$ cat config.mk
export PLATFORM = sky130hd
export DESIGN_NAME = adcxfr_channel
export DESIGN_NICKNAME = d
export VERILOG_FILES = /design/src/design/adcxfr_pkg.sv /design/src/design/adcxfr_channel.sv /design/src/design/adcxfr_units.sv
export SDC_FILE = /design/constraint.sdc
export NUM_CORES = 1
export LEC_CHECK = 0
export ABC_AREA = 1
export CAP_MARGIN = 20
export CELL_PAD_IN_SITES_DETAIL_PLACEMENT = 1
export CELL_PAD_IN_SITES_GLOBAL_PLACEMENT = 1
export CORE_MARGIN = 10
export CORE_UTILIZATION = 51
export CTS_BUF_LIST = sky130_fd_sc_hd__clkbuf_2
export CTS_CLUSTER_DIAMETER = 80
export DETAILED_ROUTE_END_ITERATION = 10
export DONT_BUFFER_PORTS = 1
export HOLD_SLACK_MARGIN = 0.1
export PLACE_DENSITY_LB_ADDON = 0.12
export SLEW_MARGIN = 20
export SYNTH_ARGS = -nofsm -noshare
export SYNTH_HDL_FRONTEND = slang
export SYNTH_SLANG_ARGS = --single-unit
$ cat constraint.sdc
create_clock -name clk_sys -period 4.8 [get_ports clk_sys]
set_input_delay 0.96 -clock clk_sys [delete_from_list [all_inputs] [get_ports clk_sys]]
set_output_delay 0.96 -clock clk_sys [all_outputs]
set_load 0.01 [all_outputs]
$ cat src/design/adcxfr_pkg.sv
package adcxfr_pkg;

  // register indices on the plain register port
  localparam logic [3:0] OFF_BLOCK_SIZE = 4'h0;
  localparam logic [3:0] OFF_XFER_COUNT = 4'h1;
  localparam logic [3:0] OFF_XFER_RELOAD = 4'h2;
  localparam logic [3:0] OFF_SRC_ADDR = 4'h3;
  localparam logic [3:0] OFF_DST_ADDR = 4'h4;
  localparam logic [3:0] OFF_XFER_CTRL = 4'h5;
  localparam logic [3:0] OFF_ACT_EN1 = 4'h6;
  localparam logic [3:0] OFF_IRQ_FLAGS = 4'h7;
  localparam logic [3:0] OFF_IRQ_MASK = 4'h8;
  localparam logic [3:0] OFF_CONV_MODE0 = 4'h9;

  // transfer control fields
  localparam int CTL_MODE = 0;
  localparam int CTL_RPT_SEL = 1;
  localparam int CTL_SRC_INC = 2;
  localparam int CTL_DST_INC = 3;
  localparam int CTL_RPT_INT = 5;
  localparam int CTL_SIZE = 6;

  // other field positions
  localparam int ACT_CONV_END = 6;
  localparam int IRQ_CONV_END = 0;
  localparam int IRQ_LOST = 1;
  localparam int MODE0_CONV_CTL = 7;

  // reset values
  localparam logic [7:0] RST_BLOCK_SIZE = 8'h00;
  localparam logic [7:0] RST_XFER_COUNT = 8'h00;
  localparam logic [7:0] RST_XFER_RELOAD = 8'h00;
  localparam logic [15:0] RST_SRC_ADDR = 16'h0000;
  localparam logic [15:0] RST_DST_ADDR = 16'h0000;
  localparam logic [7:0] RST_XFER_CTRL = 8'h00;
  localparam logic [7:0] RST_ACT_EN1 = 8'h00;
  localparam logic [7:0] RST_IRQ_FLAGS = 8'h00;
  localparam logic [7:0] RST_IRQ_MASK = 8'hFF;
  localparam logic [7:0] RST_CONV_MODE0 = 8'h00;

  typedef enum logic [2:0] {
    ST_IDLE = 3'b000,
    ST_READ = 3'b001,
    ST_CAPTURE = 3'b010,
    ST_WRITE = 3'b011,
    ST_FINISH = 3'b100
  } adcxfr_state_t;

endpackage

$ cat src/design/adcxfr_channel.sv
// Implementation choices: the address-and-strobe port and the placing of the registers.
`timescale 1ns/1ps
module adcxfr_channel (
  // clock and reset
  input wire logic clk_sys,
  input wire logic rst,
  // register port
  input wire logic [3:0] reg_addr,
  input wire logic [15:0] reg_wdata,
  input wire logic reg_wr,
  input wire logic reg_rd,
  output logic [15:0] reg_rdata,
  // converter core
  input wire logic conv_end,
  input wire logic conv_active,
  output logic conv_enable,
  // ram and result bus
  output logic mem_rd,
  output logic mem_wr,
  output logic [15:0] mem_addr,
  output logic mem_wide,
  output logic [15:0] mem_wdata,
  input wire logic [15:0] mem_rdata,
  // interrupt
  output logic irq
);

  adcxfr_pkg::adcxfr_state_t state_r;
  adcxfr_pkg::adcxfr_state_t state_nxt;

  logic [7:0] bls_r;
  logic [7:0] tc_r;
  logic [7:0] rld_r;
  logic [15:0] src_r;
  logic [15:0] dst_r;
  logic [15:0] src_init_r;
  logic [15:0] dst_init_r;
  logic [7:0] ctl_r;
  logic [7:0] den_r;
  logic [7:0] if_r;
  logic [7:0] mk_r;
  logic [7:0] adm_r;
  logic [15:0] reg_rdata_r;
  logic mem_rd_r;
  logic mem_wr_r;
  logic [15:0] mem_addr_r;
  logic mem_wide_r;
  logic [15:0] mem_wdata_r;
  logic irq_r;

  // address decode
  wire wr_bls = reg_wr & (reg_addr == adcxfr_pkg::OFF_BLOCK_SIZE);
  wire wr_tc = reg_wr & (reg_addr == adcxfr_pkg::OFF_XFER_COUNT);
  wire wr_rld = reg_wr & (reg_addr == adcxfr_pkg::OFF_XFER_RELOAD);
  wire wr_src = reg_wr & (reg_addr == adcxfr_pkg::OFF_SRC_ADDR);
  wire wr_dst = reg_wr & (reg_addr == adcxfr_pkg::OFF_DST_ADDR);
  wire wr_ctl = reg_wr & (reg_addr == adcxfr_pkg::OFF_XFER_CTRL);
  wire wr_den = reg_wr & (reg_addr == adcxfr_pkg::OFF_ACT_EN1);
  wire wr_if = reg_wr & (reg_addr == adcxfr_pkg::OFF_IRQ_FLAGS);
  wire wr_mk = reg_wr & (reg_addr == adcxfr_pkg::OFF_IRQ_MASK);
  wire wr_adm = reg_wr & (reg_addr == adcxfr_pkg::OFF_CONV_MODE0);

  // control fields
  wire rpt_mode = ctl_r[adcxfr_pkg::CTL_MODE];
  wire rpt_src = ctl_r[adcxfr_pkg::CTL_RPT_SEL];
  wire rpt_int = ctl_r[adcxfr_pkg::CTL_RPT_INT];
  wire size16 = ctl_r[adcxfr_pkg::CTL_SIZE];
  wire act_en = den_r[adcxfr_pkg::ACT_CONV_END];

  // the repeat area always steps; its own increment bit is then ignored
  wire src_adv = ctl_r[adcxfr_pkg::CTL_SRC_INC] | (rpt_mode & rpt_src);
  wire dst_adv = ctl_r[adcxfr_pkg::CTL_DST_INC] | (rpt_mode & ~rpt_src);

  // state decode
  wire st_idle = (state_r == adcxfr_pkg::ST_IDLE);
  wire st_cap = (state_r == adcxfr_pkg::ST_CAPTURE);
  wire st_wr = (state_r == adcxfr_pkg::ST_WRITE);
  wire st_fin = (state_r == adcxfr_pkg::ST_FINISH);

  // trigger and events
  wire trig = conv_end & act_en & st_idle;
  wire lost = conv_end & act_en & ~st_idle;
  wire direct_req = conv_end & ~act_en;
  wire unit_last;
  wire tc_last = (tc_r == 8'h01);
  wire fin_last = st_fin & tc_last;
  wire fin_end = fin_last & (~rpt_mode | rpt_int);
  wire fin_reload = fin_last & rpt_mode;
  wire [15:0] step = {14'h0000, mem_wide_r, ~mem_wide_r};

  // block unit counter, zero block size meaning 256 units
  adcxfr_units #(
    .W(8)
  ) u_units (
    .clk_sys(clk_sys),
    .rst(rst),
    .load(trig),
    .load_val(bls_r),
    .dec(st_wr),
    .last(unit_last)
  );

  // sequencer
  always_comb begin
    state_nxt = state_r;
    unique case (state_r)
      adcxfr_pkg::ST_IDLE: begin
        if (trig) begin
          state_nxt = adcxfr_pkg::ST_READ;
        end
      end
      adcxfr_pkg::ST_READ: begin
        state_nxt = adcxfr_pkg::ST_CAPTURE;
      end
      adcxfr_pkg::ST_CAPTURE: begin
        state_nxt = adcxfr_pkg::ST_WRITE;
      end
      adcxfr_pkg::ST_WRITE: begin
        state_nxt = unit_last ? adcxfr_pkg::ST_FINISH : adcxfr_pkg::ST_READ;
      end
      adcxfr_pkg::ST_FINISH: begin
        state_nxt = adcxfr_pkg::ST_IDLE;
      end
      default: begin
        state_nxt = adcxfr_pkg::ST_IDLE;
      end
    endcase
  end

  // next values of software-visible registers
  wire [7:0] tc_nxt =
    wr_tc ? reg_wdata[7:0] :
    fin_reload ? rld_r :
    st_fin ? tc_r - 8'h01 : tc_r;

  wire [15:0] src_nxt =
    wr_src ? reg_wdata :
    (fin_reload & rpt_src) ? src_init_r :
    (st_cap & src_adv) ? src_r + step : src_r;

  wire [15:0] dst_nxt =
    wr_dst ? reg_wdata :
    (fin_reload & ~rpt_src) ? dst_init_r :
    (st_wr & dst_adv) ? dst_r + step : dst_r;

  // a hardware clear beats a software write landing in the same cycle
  wire [7:0] den_w = wr_den ? reg_wdata[7:0] : den_r;
  wire [7:0] den_clr = 8'h01 << adcxfr_pkg::ACT_CONV_END;
  wire [7:0] den_nxt = fin_end ? (den_w & ~den_clr) : den_w;

  // sticky flags: a set arriving with a clear wins
  wire [7:0] if_set =
    ({7'h00, direct_req | fin_end} << adcxfr_pkg::IRQ_CONV_END) |
    ({7'h00, lost} << adcxfr_pkg::IRQ_LOST);
  wire [7:0] if_clr = wr_if ? reg_wdata[7:0] : 8'h00;
  wire [7:0] if_nxt = (if_r & ~if_clr) | if_set;

  // read-back of conversion control follows the converter status
  wire conv_rb = adm_r[adcxfr_pkg::MODE0_CONV_CTL] & conv_active;
  wire [7:0] adm_rb = {conv_rb, adm_r[6:0]};

  // read mux; unmapped indices read zero
  wire [15:0] rd_mux =
    (reg_addr == adcxfr_pkg::OFF_BLOCK_SIZE) ? {8'h00, bls_r} :
    (reg_addr == adcxfr_pkg::OFF_XFER_COUNT) ? {8'h00, tc_r} :
    (reg_addr == adcxfr_pkg::OFF_XFER_RELOAD) ? {8'h00, rld_r} :
    (reg_addr == adcxfr_pkg::OFF_SRC_ADDR) ? src_r :
    (reg_addr == adcxfr_pkg::OFF_DST_ADDR) ? dst_r :
    (reg_addr == adcxfr_pkg::OFF_XFER_CTRL) ? {8'h00, ctl_r} :
    (reg_addr == adcxfr_pkg::OFF_ACT_EN1) ? {8'h00, den_r} :
    (reg_addr == adcxfr_pkg::OFF_IRQ_FLAGS) ? {8'h00, if_r} :
    (reg_addr == adcxfr_pkg::OFF_IRQ_MASK) ? {8'h00, mk_r} :
    (reg_addr == adcxfr_pkg::OFF_CONV_MODE0) ? {8'h00, adm_rb} :
    16'h0000;

  // transfer bus strobes and addresses
  wire go_read = (state_nxt == adcxfr_pkg::ST_READ);
  wire go_write = (state_nxt == adcxfr_pkg::ST_WRITE);
  wire [15:0] mem_addr_nxt = go_read ? src_r : go_write ? dst_r : mem_addr_r;

  always_ff @(posedge clk_sys) begin
    if (rst) begin
      state_r <= adcxfr_pkg::ST_IDLE;
    end else begin
      state_r <= state_nxt;
    end
  end

  always_ff @(posedge clk_sys) begin
    if (rst) begin
      bls_r <= adcxfr_pkg::RST_BLOCK_SIZE;
      rld_r <= adcxfr_pkg::RST_XFER_RELOAD;
      ctl_r <= adcxfr_pkg::RST_XFER_CTRL;
      mk_r <= adcxfr_pkg::RST_IRQ_MASK;
      adm_r <= adcxfr_pkg::RST_CONV_MODE0;
    end else begin
      if (wr_bls) begin
        bls_r <= reg_wdata[7:0];
      end
      if (wr_rld) begin
        rld_r <= reg_wdata[7:0];
      end
      if (wr_ctl) begin
        ctl_r <= reg_wdata[7:0];
      end
      if (wr_mk) begin
        mk_r <= reg_wdata[7:0];
      end
      if (wr_adm) begin
        adm_r <= reg_wdata[7:0];
      end
    end
  end

  always_ff @(posedge clk_sys) begin
    if (rst) begin
      tc_r <= adcxfr_pkg::RST_XFER_COUNT;
      src_r <= adcxfr_pkg::RST_SRC_ADDR;
      dst_r <= adcxfr_pkg::RST_DST_ADDR;
      den_r <= adcxfr_pkg::RST_ACT_EN1;
      if_r <= adcxfr_pkg::RST_IRQ_FLAGS;
    end else begin
      tc_r <= tc_nxt;
      src_r <= src_nxt;
      dst_r <= dst_nxt;
      den_r <= den_nxt;
      if_r <= if_nxt;
    end
  end

  // start points of the repeat area, taken from software writes only
  always_ff @(posedge clk_sys) begin
    if (rst) begin
      src_init_r <= adcxfr_pkg::RST_SRC_ADDR;
      dst_init_r <= adcxfr_pkg::RST_DST_ADDR;
    end else begin
      if (wr_src) begin
        src_init_r <= reg_wdata;
      end
      if (wr_dst) begin
        dst_init_r <= reg_wdata;
      end
    end
  end

  always_ff @(posedge clk_sys) begin
    if (rst) begin
      mem_rd_r <= 1'b0;
      mem_wr_r <= 1'b0;
      mem_addr_r <= 16'h0000;
      mem_wide_r <= 1'b0;
      mem_wdata_r <= 16'h0000;
    end else begin
      mem_rd_r <= go_read;
      mem_wr_r <= go_write;
      mem_addr_r <= mem_addr_nxt;
      if (trig) begin
        mem_wide_r <= size16;
      end
      if (st_cap) begin
        mem_wdata_r <= mem_rdata;
      end
    end
  end

  // irq lags the flags by one cycle so that it comes from a flop
  always_ff @(posedge clk_sys) begin
    if (rst) begin
      reg_rdata_r <= 16'h0000;
      irq_r <= 1'b0;
    end else begin
      reg_rdata_r <= reg_rd ? rd_mux : 16'h0000;
      irq_r <= |(if_r & ~mk_r);
    end
  end

  assign reg_rdata = reg_rdata_r;
  assign conv_enable = adm_r[adcxfr_pkg::MODE0_CONV_CTL];
  assign mem_rd = mem_rd_r;
  assign mem_wr = mem_wr_r;
  assign mem_addr = mem_addr_r;
  assign mem_wide = mem_wide_r;
  assign mem_wdata = mem_wdata_r;
  assign irq = irq_r;

endmodule // adcxfr_channel

$ cat src/design/adcxfr_units.sv
`timescale 1ns/1ps
// remaining units of one block; a load value of zero stands for 2**W
module adcxfr_units #(
  parameter int W = 8
) (
  // clock and reset
  input wire logic clk_sys,
  input wire logic rst,
  // control
  input wire logic load,
  input wire logic [W-1:0] load_val,
  input wire logic dec,
  // status
  output logic last
);

  logic [W:0] rem_r;
  logic [W:0] load_ext;

  assign load_ext = (load_val == '0) ? {1'b1, {W{1'b0}}} : {1'b0, load_val};
  assign last = (rem_r == {{W{1'b0}}, 1'b1});

  always_ff @(posedge clk_sys) begin
    if (rst) begin
      rem_r <= '0;
    end else if (load) begin
      rem_r <= load_ext;
    end else if (dec) begin
      rem_r <= rem_r - {{W{1'b0}}, 1'b1};
    end
  end

endmodule // adcxfr_units

## Word-level counts from Yosys, hierarchy flattened

Index checks and enable logic that the tools add are counted.
Widths: inputs -> output; s select.

| cells by class | value |
|---|---|
| reductions and logical operators | 12 |
| equality and inequality tests | 17 |
| bitwise gates (word level) | 40 |
| add/sub/neg operators | 4 |
| multiplexer cells | 29 |

Operators with widths:

| kind | count |
|---|---|
| $mux 16 | 10 |
| $mux 8 | 13 |
| $add 16x2->16 | 2 |
| $mux 9 | 3 |
| $and 1x1->1 | 24 |
| $and 8x8->8 | 2 |
| $eq 4x3->1 const B | 4 |
| $not 8->8 | 2 |
| $pmux 3 s4 | 1 |
| $eq 3x2->1 const B | 3 |
| $eq 9x1->1 const B | 1 |
| $reduce_bool 3->1 | 3 |
| $sub 9x1->9 const B | 1 |
| $eq 4x2->1 const B | 2 |
| $eq 4x4->1 const B | 2 |
| $eq 8x1->1 const B | 1 |
| $logic_not 8->1 | 1 |
| $or 8x2->8 | 1 |
| $reduce_or 8->1 | 1 |
| $sub 8x1->8 const B | 1 |
| $eq 3x1->1 const B | 2 |
| $mux 3 | 2 |
| $not 1->1 | 6 |
| $reduce_or 5->1 | 1 |
| other kinds (8) | 13 |

| word-level totals | value |
|---|---|
| input bits | 42 |
| output and inout bits | 53 |
| word-level logic and storage cells | 125 |
| bits in registers | 192 |

## Longest topological paths before layout

Gate-level depths: netlist (run 1).

| depth | value |
|---|---|
| depth after elaboration | 11 |
| gate-level depth with buffers | 14 |
| mapped depth without buffers | 14 |

## Hierarchy

From an unflattened synthesis (run 1), not the netlist that was laid out.

| unflattened totals | value |
|---|---|
| cells, all modules | 1441 |
| area, all modules | 9549.2 um^2 |

By module, submodules not included:

| module | area each (um^2) | instances | sequential area each (um^2) | cells each |
|---|---|---|---|---|
| adcxfr_channel | 8911.0 | 1 | 3663.5 | 1341 |
| adcxfr_units | 638.1 | 1 | 180.2 | 100 |

## Least setup slack after synthesis (run 1)

No wires, ideal clock.

| timing path | value |
|---|---|
| kind | input to register |
| start point | input reg_addr[3] |
| end point | register src_r[3] |
| arrival time | 2.028 ns |
| slack | 2.663 ns |
| buffers on the path | 1 |
| required time | 4.691 ns |
| stages on the path | 11 |
| setup time | 0.109 ns |
| cell sequence | inv_1 -> nand2_2 -> nor2_4 -> nand2_2 -> buf_2 -> nand2_1 -> nor2_1 -> nor2_1 -> o211ai_1 -> nand2_1 -> inv_1 |

| between the ends | value |
|---|---|
| longest elaborated chain between the ends | 3 |
| elaborated cells on any way between the ends | 4 |
| those cells by class | 1 x eq/ne; 1 x mux; 1 x bitwise; 1 x reduce/logical |

Ends and longest elaborated chain:

| item | line | text |
|---|---|---|
| from (decl) | adcxfr_channel.sv:8 | `input wire logic [3:0] reg_addr,` |
| $eq 4x2->1 (*) | adcxfr_channel.sv:55 | `wire wr_src = reg_wr & (reg_addr == adcxfr_pkg::OFF_SRC_ADDR);` |
| $and 1x1->1 (*) | adcxfr_channel.sv:55 |  |
| $reduce_bool 3->1 (no source line) / $mux 16 (equally long branches) | -- |  |
| to (signal assigned) | adcxfr_channel.sv:218 | `src_r <= adcxfr_pkg::RST_SRC_ADDR;` |
| to (signal assigned) | adcxfr_channel.sv:224 | `src_r <= src_nxt;` |
| to (decl) | adcxfr_channel.sv:34 | `logic [15:0] src_r;` |

Mark *: on every way between the ends. The rest lies on a longest branch, timed or not.
A chain may end at the register's enable or synchronous reset.

## Worst setup path after layout (run 1)

| timing path | value |
|---|---|
| start point | register mem_wide_r, in the netlist mem_wide |
| end point | register dst_r[10] |

| between the ends | value |
|---|---|
| longest elaborated chain between the ends | 5 |

Ends and longest elaborated chain:

| item | line | text |
|---|---|---|
| from (decl) | adcxfr_channel.sv:47 | `logic mem_wide_r;` |
| from (signal assigned) | adcxfr_channel.sv:258 | `mem_wide_r <= size16;` |
| $not 1->1 | adcxfr_channel.sv:89 | `wire [15:0] step = {14'h0000, mem_wide_r, ~mem_wide_r};` |
| $add 16x2->16 (*) | adcxfr_channel.sv:144 | `(st_wr & dst_adv) ? dst_r + step : dst_r;` |
| $mux 16 (*) | adcxfr_channel.sv:144 |  |
| $mux 16 (*) | adcxfr_channel.sv:143 | `(fin_reload & ~rpt_src) ? dst_init_r :` |
| $mux 16 (*) | adcxfr_channel.sv:142 | `wr_dst ? reg_wdata :` |
| to (signal assigned) | adcxfr_channel.sv:219 | `dst_r <= adcxfr_pkg::RST_DST_ADDR;` |
| to (signal assigned) | adcxfr_channel.sv:225 | `dst_r <= dst_nxt;` |
| to (decl) | adcxfr_channel.sv:35 | `logic [15:0] dst_r;` |

Mark *: on every way between the ends. The rest lies on a longest branch, timed or not. The select of a mux whose other input is x is not followed.

==> results of run 1 <==
synth_stat cells, types with 2 or more instances:
master / number
nor2_8: 2
o21ai_0: 103
ha_1: 8
nand2_4: 3
nand3_1: 145
inv_2: 9
o211ai_1: 22
nor3_1: 10
a21oi_1: 137
nand2_2: 5
nand4_1: 25
inv_1: 183
dfxtp_1: 192
nand3_2: 2
xor2_1: 9
buf_4: 3
nand3b_1: 3
a31oi_1: 12
nor2_1: 124
clkbuf_1: 26
nand3_4: 7
a221oi_1: 2
nor2_4: 6
fa_1: 2
buf_6: 8
nor2_2: 6
xnor2_1: 3
nor4_1: 2
nand2_1: 334
o22ai_1: 9
o21ai_1: 8
buf_2: 19
flip-flops by register name, summed over array words and instances (netlist names), 3 cells and up:
register       count
mk_r               8
bls_r              8
src_init_r        16
reg_rdata         16
src_r             16
rld_r              8
dst_init_r        16
den_r              8
if_r               8
tc_r               8
u_units.rem_r      9
dst_r             16
ctl_r              8
adm_r              8
mem_addr          16
mem_wdata         16
state_r            3
power by group through the flow:
stage / clock network (W) / logic [W] / registers (W)
CTS: 0.000828 / 0.000156 / 0.00165
detailed placement: 0 / 0.000155 / 0.00168
global route: 0.000891 / 0.000181 / 0.00165
finish: 0.000812 / 0.000160 / 0.00165
floorplan: 0 / 0.000132 / 0.00167
global placement: 0 / 0.000150 / 0.00168
placed cells by master, fill, tap and decap left out, types with 10 or more instances in the layout:
cell type and instances:
nand2_1 334, dfxtp_1 192, inv_1 182, nand3_1 145
a21oi_1 137, nor2_1 124, o21ai_0 103, nand4_1 25
o211ai_1 22, clkbuf_2 18, a31oi_1 12, inv_2 10
nor3_1 10
worst max-delay path: cells and delay by family, from the launching register on:
family          cells  cell delay, ns
fa+ha+maj           2            0.62
simple gates        6            0.82
buf+inv             3            0.41
compound gates      2            0.29
flops               1            0.48
cell type report:
| cell class | count | area (µm²) |
|---|---|---|
| Multi-Input combinational cell | 998 | 4920 |
| Timing Repair Buffer | 3 | 42.5 |
| Antenna cell | 1 | 2.50 |
| Fill cell | 2540 | 8740 |
| Sequential cell | 192 | 3840 |
| Clock buffer | 18 | 90.1 |
| Clock inverter | 13 | 135 |
| Tap cell | 260 | 325 |
| Inverter | 194 | 729 |
per-layer routing:
layer / part of all wire / vias to the layer above / track usage
met5: 0 / - / 0
met1: 0.43 / 4607 / 0.312
li1: - / 4639 / -
met2: 0.48 / 276 / 0.439
met4: 0.029 / 0 / 0.0984
met3: 0.070 / 61 / 0.0615
kinds of logic after synthesis:
kind of cell / Yosys count / share of synthesized area
simple gates: 679 / 0.314
compound gates: 297 / 0.162
fa+ha+maj: 10 / 0.0143
buf+inv: 251 / 0.106
xor+xnor: 12 / 0.0107
flops: 192 / 0.392
stage by stage:
step	hold slack (ns)	area [µm²]	total power (W)
floorplan	0.424	9800	0.00180
global placement	0.435	9830	0.00183
detailed placement	0.439	9830	0.00183
CTS	0.137	10100	0.00263
global route	0.130	10100	0.00273
finish	0.214	10100	0.00262
worst paths after layout:
check                           to  slack (ns)
hold reg to reg           adm_r[0]        0.47
setup / recovery         dst_r[10]        2.18
hold / removal    u_units.rem_r[5]        0.21
setup reg to reg         dst_r[10]        2.18
==> metrics.txt, run 1 <==
layout cells sized above 1 0.0543; HPWL Detailed 23.2 mm; Die X 159 µm; worst hold path type input pin to flop; slew at the pin closest to its max-slew limit 0.827 ns; routed len/inst 19.2 µm; Flop pwr share 0.629; vias post-DR 9,583; vias in the first global route 9,635; post-synth cell types 44; fin cells 1,679; hold path cells 1; Critical Path RT 5.56 ns; Startpoint Class flop; CP arrival 3.38 ns; Tmin final 2.62 ns; clock power share 0.310; post-route core utilization 0.536; worst setup margin 2.18 ns; ranking of synthesized cells by area dfxtp_1 (39%), nand2_1 (13%), nand3_1 (7.4%); TritonRoute pass-1 iters 5; CP startpoint mem_wide; core area 0.0188 mm²; pin count of the biggest net entering global routing 91; Initial DRC Count 633; Die Y-Extent 159 µm; Synthesized Nets 1,493; Slew headroom 0.445; Mapped Avg Cell Area 6.80 µm²; Slew Limit Fails 0; grt ovf 0; row count 50; clock sinks 192; max incr delay on CP 0.48 ns; P_sw 0.000713 W; Comb pwr share 0.061; status finished clean; port bufs 0; critical-path cell list inv_1 > ha_1 > inv_1 > fa_1 > inv_1 > nand2_1 > nor2_1 > nand2_1 > o21ai_0 > nand2_1 > nand2_1 > nand2_1 > a21oi_1; internal power 0.00191 W; CTS root buf clkbuf_2; Worst-Skew Late Latency 0.79 ns; full die area 0.0252 mm²; Synth top area share 0.392; Initial Util 0.521; first-pass GRT wire length 51.4 mm; CP max FO 5; sequential fraction of the synthesis area 0.392; via/cell ratio 5.71; RSZ-0062 raised after global routing false; TNS Setup 0 ns; dpl cells 1,646; Main synth FF type dfxtp_1; RePlAce Congestion 0.908; Post CTS Setup Buffer Count 0; initial antenna violation count 1; leading area contributor after synthesis dfxtp_1; warnings from Yosys 0; htree depth 4; pre-CTS setup slack 1.58 ns; leak pwr 4.11 nW; area delta synth->final 2.91%; CP most frequent cell nand2_1; hold buffer count at cts 0; Netlist Area Pre-Place 0.00980 mm²; CTS tree built; Worst VDD drop 0.000145 V; ys async rst share 0; NumNets Final 1,458; post-cts sizing count 0; final setup fails 0; Reg2Reg Launch Point mem_wide; Hold Vio Cnt, Final 0; cts bufs inserted 17; Worst-path clk slew 0.29 ns; Slowest cell on crit path dfxtp_1; PwrDens 260 mW/mm²; Mapped Cells 1,441; Setup CP Type flop to flop; #FFs+latches synth 192; EDFF count, synth 0; Switching Fraction 0.272; Fmax 0.382 GHz; I/O Pins 95; post-route ant nets 0; gr usage total 0.259; Reg2Reg Depth 13; Tcrit/Tclk final 0.546; critical path capture point type flop; drt total wl 32.3 mm; max-cap viol count 0; hold_sp rst; clock skew 0.0404 ns; clk buf depth 2; DR DRC count 0
No activity file was read; power rests on OpenSTA's default activity.
==> run 2: changes to the inputs <==
--- a/config.mk
+++ b/config.mk
@@ -10,7 +10,7 @@
 export CELL_PAD_IN_SITES_DETAIL_PLACEMENT = 1
 export CELL_PAD_IN_SITES_GLOBAL_PLACEMENT = 1
 export CORE_MARGIN = 10
-export CORE_UTILIZATION = 51
+export CORE_UTILIZATION = 47
 export CTS_BUF_LIST = sky130_fd_sc_hd__clkbuf_2
 export CTS_CLUSTER_DIAMETER = 80
 export DETAILED_ROUTE_END_ITERATION = 10
==> constraint.sdc (replaced) <==
create_clock -name clk_sys -period 2.72 [get_ports clk_sys]
set_input_delay 0.544 -clock clk_sys [delete_from_list [all_inputs] [get_ports clk_sys]]
set_output_delay 0.544 -clock clk_sys [all_outputs]
set_load 0.01 [all_outputs]
==> metrics.txt, run 2 (synthesis results as in run 1) <==
status finished clean; Tmin final 2.60 ns; HPWL Detailed 23.9 mm; I/O Pins 95; worst hold path type input pin to flop; DR DRC count 0; Fmax 0.384 GHz; FILL cells 2,734; worst setup margin 0.118 ns; slew at the pin closest to its max-slew limit 0.990 ns; clock sinks 192; hold path cells 2; RePlAce Congestion 0.889; first-pass GRT wire length 55.4 mm; PwrDens 450 mW/mm²; RSZ-0062 raised after global routing false; drt total wl 35.2 mm; pre-CTS setup slack 0.197 ns; final setup fails 0; clock skew 0.0330 ns; NumNets Final 1,514; Top delay family on crit path buffers and inverters; r2r setup slk 0.26 ns; Hold EP mk_r[3]; leak pwr 4.37 nW; max-cap viol count 0; initial antenna violation count 5; worst path buffer plus inverter count 3; Slew headroom 0.338; cts bufs inserted 17; Worst-path clk slew 0.29 ns; routed len/inst 20.1 µm; row count 52; layout cells sized above 1 0.0617; Initial Util 0.481; vias post-DR 9,895; CP max FO 24; commonest non-fill, non-tap cell in the layout nand2_1; CTS tree built; Tcrit/Tclk final 0.957; port bufs 0; area delta synth->final 8.64%; vias in the first global route 10.1k; max incr delay on CP 1.18 ns; TritonRoute pass-1 iters 5; Critical Path RT 3.49 ns; Reg2Reg Launch Point mem_wide; pin count of the biggest net entering global routing 90; core area 0.0204 mm²; Reg2Reg Depth 13; reg2reg end dst_r[10]; critical-path cell list dlygate4sd3_1 > nand2_4 > inv_2 > nand2_1 > a21oi_1 > dlygate4sd3_1; clk buf depth 2; Slew Limit Fails 0; highest-count cells in the layout ignoring fill and taps nand2_1 (334), dfxtp_1 (192), inv_1 (182), nand3_1 (145), a21oi_1 (137); Startpoint Class input pin; grt ovf 0; Slowest cell on crit path dlygate4sd3_1; full die area 0.0270 mm²; Hold Vio Cnt, Final 0; Setup CP Type input pin to flop; Die X 164 µm; TNS Setup 0 ns; Worst VDD drop 0.000337 V; CTS root buf clkbuf_2; critical path capture point type flop; htree depth 4; gr usage total 0.261; Initial DRC Count 785; via/cell ratio 5.66; Worst-Skew Late Latency 0.79 ns; CP arrival 3.38 ns; post-route ant nets 0; CP most frequent cell dlygate4sd3_1; Die Y-Extent 164 µm; hold_sp reg_wdata[3]
-- run 2: where the power goes --
| group | switching, W | internal [W] | leakage (nW) |
|---|---|---|---|
| Combinational | 0.000287 | 0.000127 | 2.68 |
| Clock | 0.00104 | 0.000417 | 0.137 |
| Sequential | 0.0000454 | 0.00287 | 1.55 |
| Total | 0.00138 | 0.00341 | 4.37 |
-- run 2: area by class of cell --
type / instances / area (µm²) / share of cell area
well taps: 270 / 338 / 0.0317
flip-flops and latches: 192 / 3840 / 0.361
clock buffers: 17 / 85.1 / 0.00799
multi-input cells: 998 / 4920 / 0.462
inverters: 194 / 729 / 0.0685
diodes: 4 / 10.0 / 0.000940
repair buffers: 59 / 581 / 0.0545
clock inverters: 14 / 141 / 0.0133
-- run 2: worst max path at each step --
stage / startpoint / end / slack [ns] / depth (start not counted)
floorplan: mem_wide / dst_r[10] / 0.67 / 13
global placement: mem_wide / dst_r[10] / 0.30 / 14
detailed placement: mem_wide / dst_r[10] / 0.20 / 13
CTS: mem_wide / dst_r[10] / 0.15 / 13
global route: reg_wr / dst_init_r[12] / 0.05 / 6
finish: reg_wr / dst_init_r[8] / 0.12 / 6
-- run 2: worst register-to-register path, delay by kind of cell (launching register included) --
kind	cells	cell delay, ns
AO/OA/AOI/OAI	2	0.33
flip-flops	1	0.46
adder cells (fa/ha/maj)	2	0.61
AND/OR/NAND/NOR	6	0.63
buffers and inverters	3	0.41
-- run 2: routing by layer --
layer	wire, µm	track usage	up-vias
met5	13	0	-
met4	692	0.0741	2
met3	2150	0.0617	46
met2	17500	0.457	238
met1	14900	0.311	4850
li1	-	-	4759
-- run 2: repair_timing --
| item | 4_1_cts | 5_1_grt |
|---|---|---|
| resized for setup | 0 | 1 |
| setup buffers | 0 | 0 |
| endpoints found under the setup margin | 0 | 1 |
| hold buffers | 42 | 1 |
| endpoints found under the hold margin | 166 | 2 |
-- run 2: stage by stage --
stage	total power (W)	hold WS, ns	area, µm²	utilization	std cells
after floorplan	0.00318	0.424	9800	-	1441
after global placement	0.00324	0.432	9960	0.489	1670
after detailed placement	0.00325	0.438	9960	0.489	1670
after CTS	0.00480	0.102	10600	0.522	1743
after global routing	0.00495	0.103	10600	0.523	1747
final	0.00479	0.169	10600	0.523	1748
==> run 3: changes to the inputs <==
--- a/config.mk
+++ b/config.mk
@@ -10,7 +10,7 @@
 export CELL_PAD_IN_SITES_DETAIL_PLACEMENT = 1
 export CELL_PAD_IN_SITES_GLOBAL_PLACEMENT = 1
 export CORE_MARGIN = 10
-export CORE_UTILIZATION = 47
+export CORE_UTILIZATION = 43
 export CTS_BUF_LIST = sky130_fd_sc_hd__clkbuf_2
 export CTS_CLUSTER_DIAMETER = 80
 export DETAILED_ROUTE_END_ITERATION = 10
==> constraint.sdc (replaced) <==
create_clock -name clk_sys -period 2.15 [get_ports clk_sys]
set_input_delay 0.43 -clock clk_sys [delete_from_list [all_inputs] [get_ports clk_sys]]
set_output_delay 0.43 -clock clk_sys [all_outputs]
set_load 0.01 [all_outputs]
==> metrics.txt, run 3 (synthesis results as in run 1) <==
clock sinks 192; area delta synth->final 12.9%; worst hold path type input pin to flop; clk buf depth 2; post-route ant nets 0; drt total wl 35.8 mm; Slew Limit Fails 0; Design Area, Final 0.0111 mm²; grt ovf 0; Slew headroom 0.532; first-pass GRT wire length 56.1 mm; max incr delay on CP 0.65 ns; Setup CP Type input pin to flop; CP max FO 26; port bufs 0; Worst-path clk slew 0.30 ns; Reg2Reg Depth 8; Die X 171 µm; Area after DPL 0.0102 mm²; hold_ws 0.141 ns; Slowest cell on crit path dlygate4sd3_1; core area 0.0225 mm²; Tmin final 2.02 ns; highest-count cells in the layout ignoring fill and taps nand2_1 (331), dfxtp_1 (190), inv_1 (181), nand3_1 (145), a21oi_1 (137); max-cap viol count 0; gr usage total 0.245; RSZ-0062 raised after global routing true; Startpoint Class input pin; NumNets Final 1,558; Worst VDD drop 0.000295 V; pin count of the biggest net entering global routing 91; Seq. cell area 0.00385 mm²; row count 55; CP most frequent cell dlygate4sd3_1; vias post-DR 9,987; Critical path destination dst_init_r[3]; Die Y-Extent 171 µm; PwrDens 534 mW/mm²; dpl cells 1,711; critical-path cell list dlygate4sd3_1 > buf_12 > nand2_4 > dlygate4sd3_1 > nand2_1 > a21oi_1 > dlygate4sd3_1; slew at the pin closest to its max-slew limit 0.700 ns; via/cell ratio 5.52; DR DRC count 0; CP arrival 2.86 ns; clock skew 0.0503 ns; final setup fails 0; Worst-Skew Late Latency 0.86 ns; TritonRoute pass-1 iters 5; htree depth 4; critical path capture point type flop; Fmax 0.494 GHz; Critical Path RT 2.98 ns; reg2reg end dst_r[14]; initial antenna violation count 4; leak pwr 4.61 nW; r2r setup slk 0.13 ns; layout cells sized above 1 0.0889; FILL cells 2,969; CTS tree built; vias in the first global route 10.0k; routed len/inst 19.8 µm; fin cells 1,808; area of the multi-input gates 0.00496 mm²; HPWL Detailed 25.2 mm; Hold Vio Cnt, Final 0; RePlAce Congestion 0.854; Initial DRC Count 622; Reg2Reg Launch Point tc_r[0]; cts bufs inserted 17; CTS root buf clkbuf_2; I/O Pins 95; full die area 0.0292 mm²; Tcrit/Tclk final 0.942; status finished clean; Initial Util 0.436; commonest non-fill, non-tap cell in the layout nand2_1; CP startpoint reg_wr
==> run 3: cell types whose count changed in the layout (fill, tap and decap cells not counted), moves of 3 or more <==
cell,delta
nand2_2,+3
nand2_1,-3
buf_12,+3
buf_4,+27
clkbuf_2,+3
dlygate4sd3_1,+14
==> run 3: worst max-delay path: cells and delay by family <==
family          cells  cell delay (ns)
compound gates      1             0.14
buf+inv             4             1.98
simple gates        2             0.29
==> run 3: final cells by class <==
type,instances,share of cell area
multi-input cells,998,0.448
flip-flops and latches,192,0.348
repair buffers,103,0.0889
inverters,194,0.0659
well taps,285,0.0322
clock buffers,20,0.00904
clock inverters,12,0.00780
diodes,4,0.000904
==> run 3: routing by layer <==
| metal | vias to the layer above | global-route usage | share of wire |
|---|---|---|---|
| met5 | - | 0 | 0 |
| met4 | 0 | 0.0866 | 0.025 |
| met3 | 52 | 0.0465 | 0.056 |
| met2 | 214 | 0.419 | 0.49 |
| met1 | 4879 | 0.299 | 0.43 |
| li1 | 4842 | - | - |
==> run 3: repair_timing <==
item	in CTS	in global routing
setup buffers	0	3
endpoints found under the hold margin	179	0
resized for setup	0	17
hold buffers	58	0
endpoints found under the setup margin	0	15
==> run 3: how the worst min path moves through the flow <==
| stage | startpoint | end | slack [ns] | cells after the start |
|---|---|---|---|---|
| 6_report | reg_addr[0] | reg_rdata[8] | 0.14 | 5 |
| 5_1_grt | reg_addr[0] | reg_rdata[10] | 0.17 | 5 |
| 4_1_cts | reg_addr[0] | reg_rdata[15] | 0.13 | 5 |
| 3_5_place_dp | adm_r[0] | adm_r[0] | 0.44 | 2 |
| 3_3_place_gp | adm_r[0] | adm_r[0] | 0.43 | 2 |
| 2_1_floorplan | adm_r[0] | adm_r[0] | 0.42 | 2 |
==> run 3: per-stage QoR <==
step	setup TNS [ns]	worst slack, ns	util	total power, W
floorplan	0	0.0975	-	0.00402
global placement	0	0.158	0.453	0.00412
detailed placement	0	0.00850	0.453	0.00413
CTS	0	0.0176	0.489	0.00595
global route	-0.00857	-0.00857	0.492	0.00617
finish	0	0.125	0.492	0.00591
==> run 3: power by group <==
part	switching, W	total [W]	leakage, nW	internal (W)
Sequential	0.0000543	0.00368	1.55	0.00363
Combinational	0.000373	0.000557	2.93	0.000183
Clock	0.00135	0.00167	0.119	0.000324
Total	0.00177	0.00591	4.61	0.00414
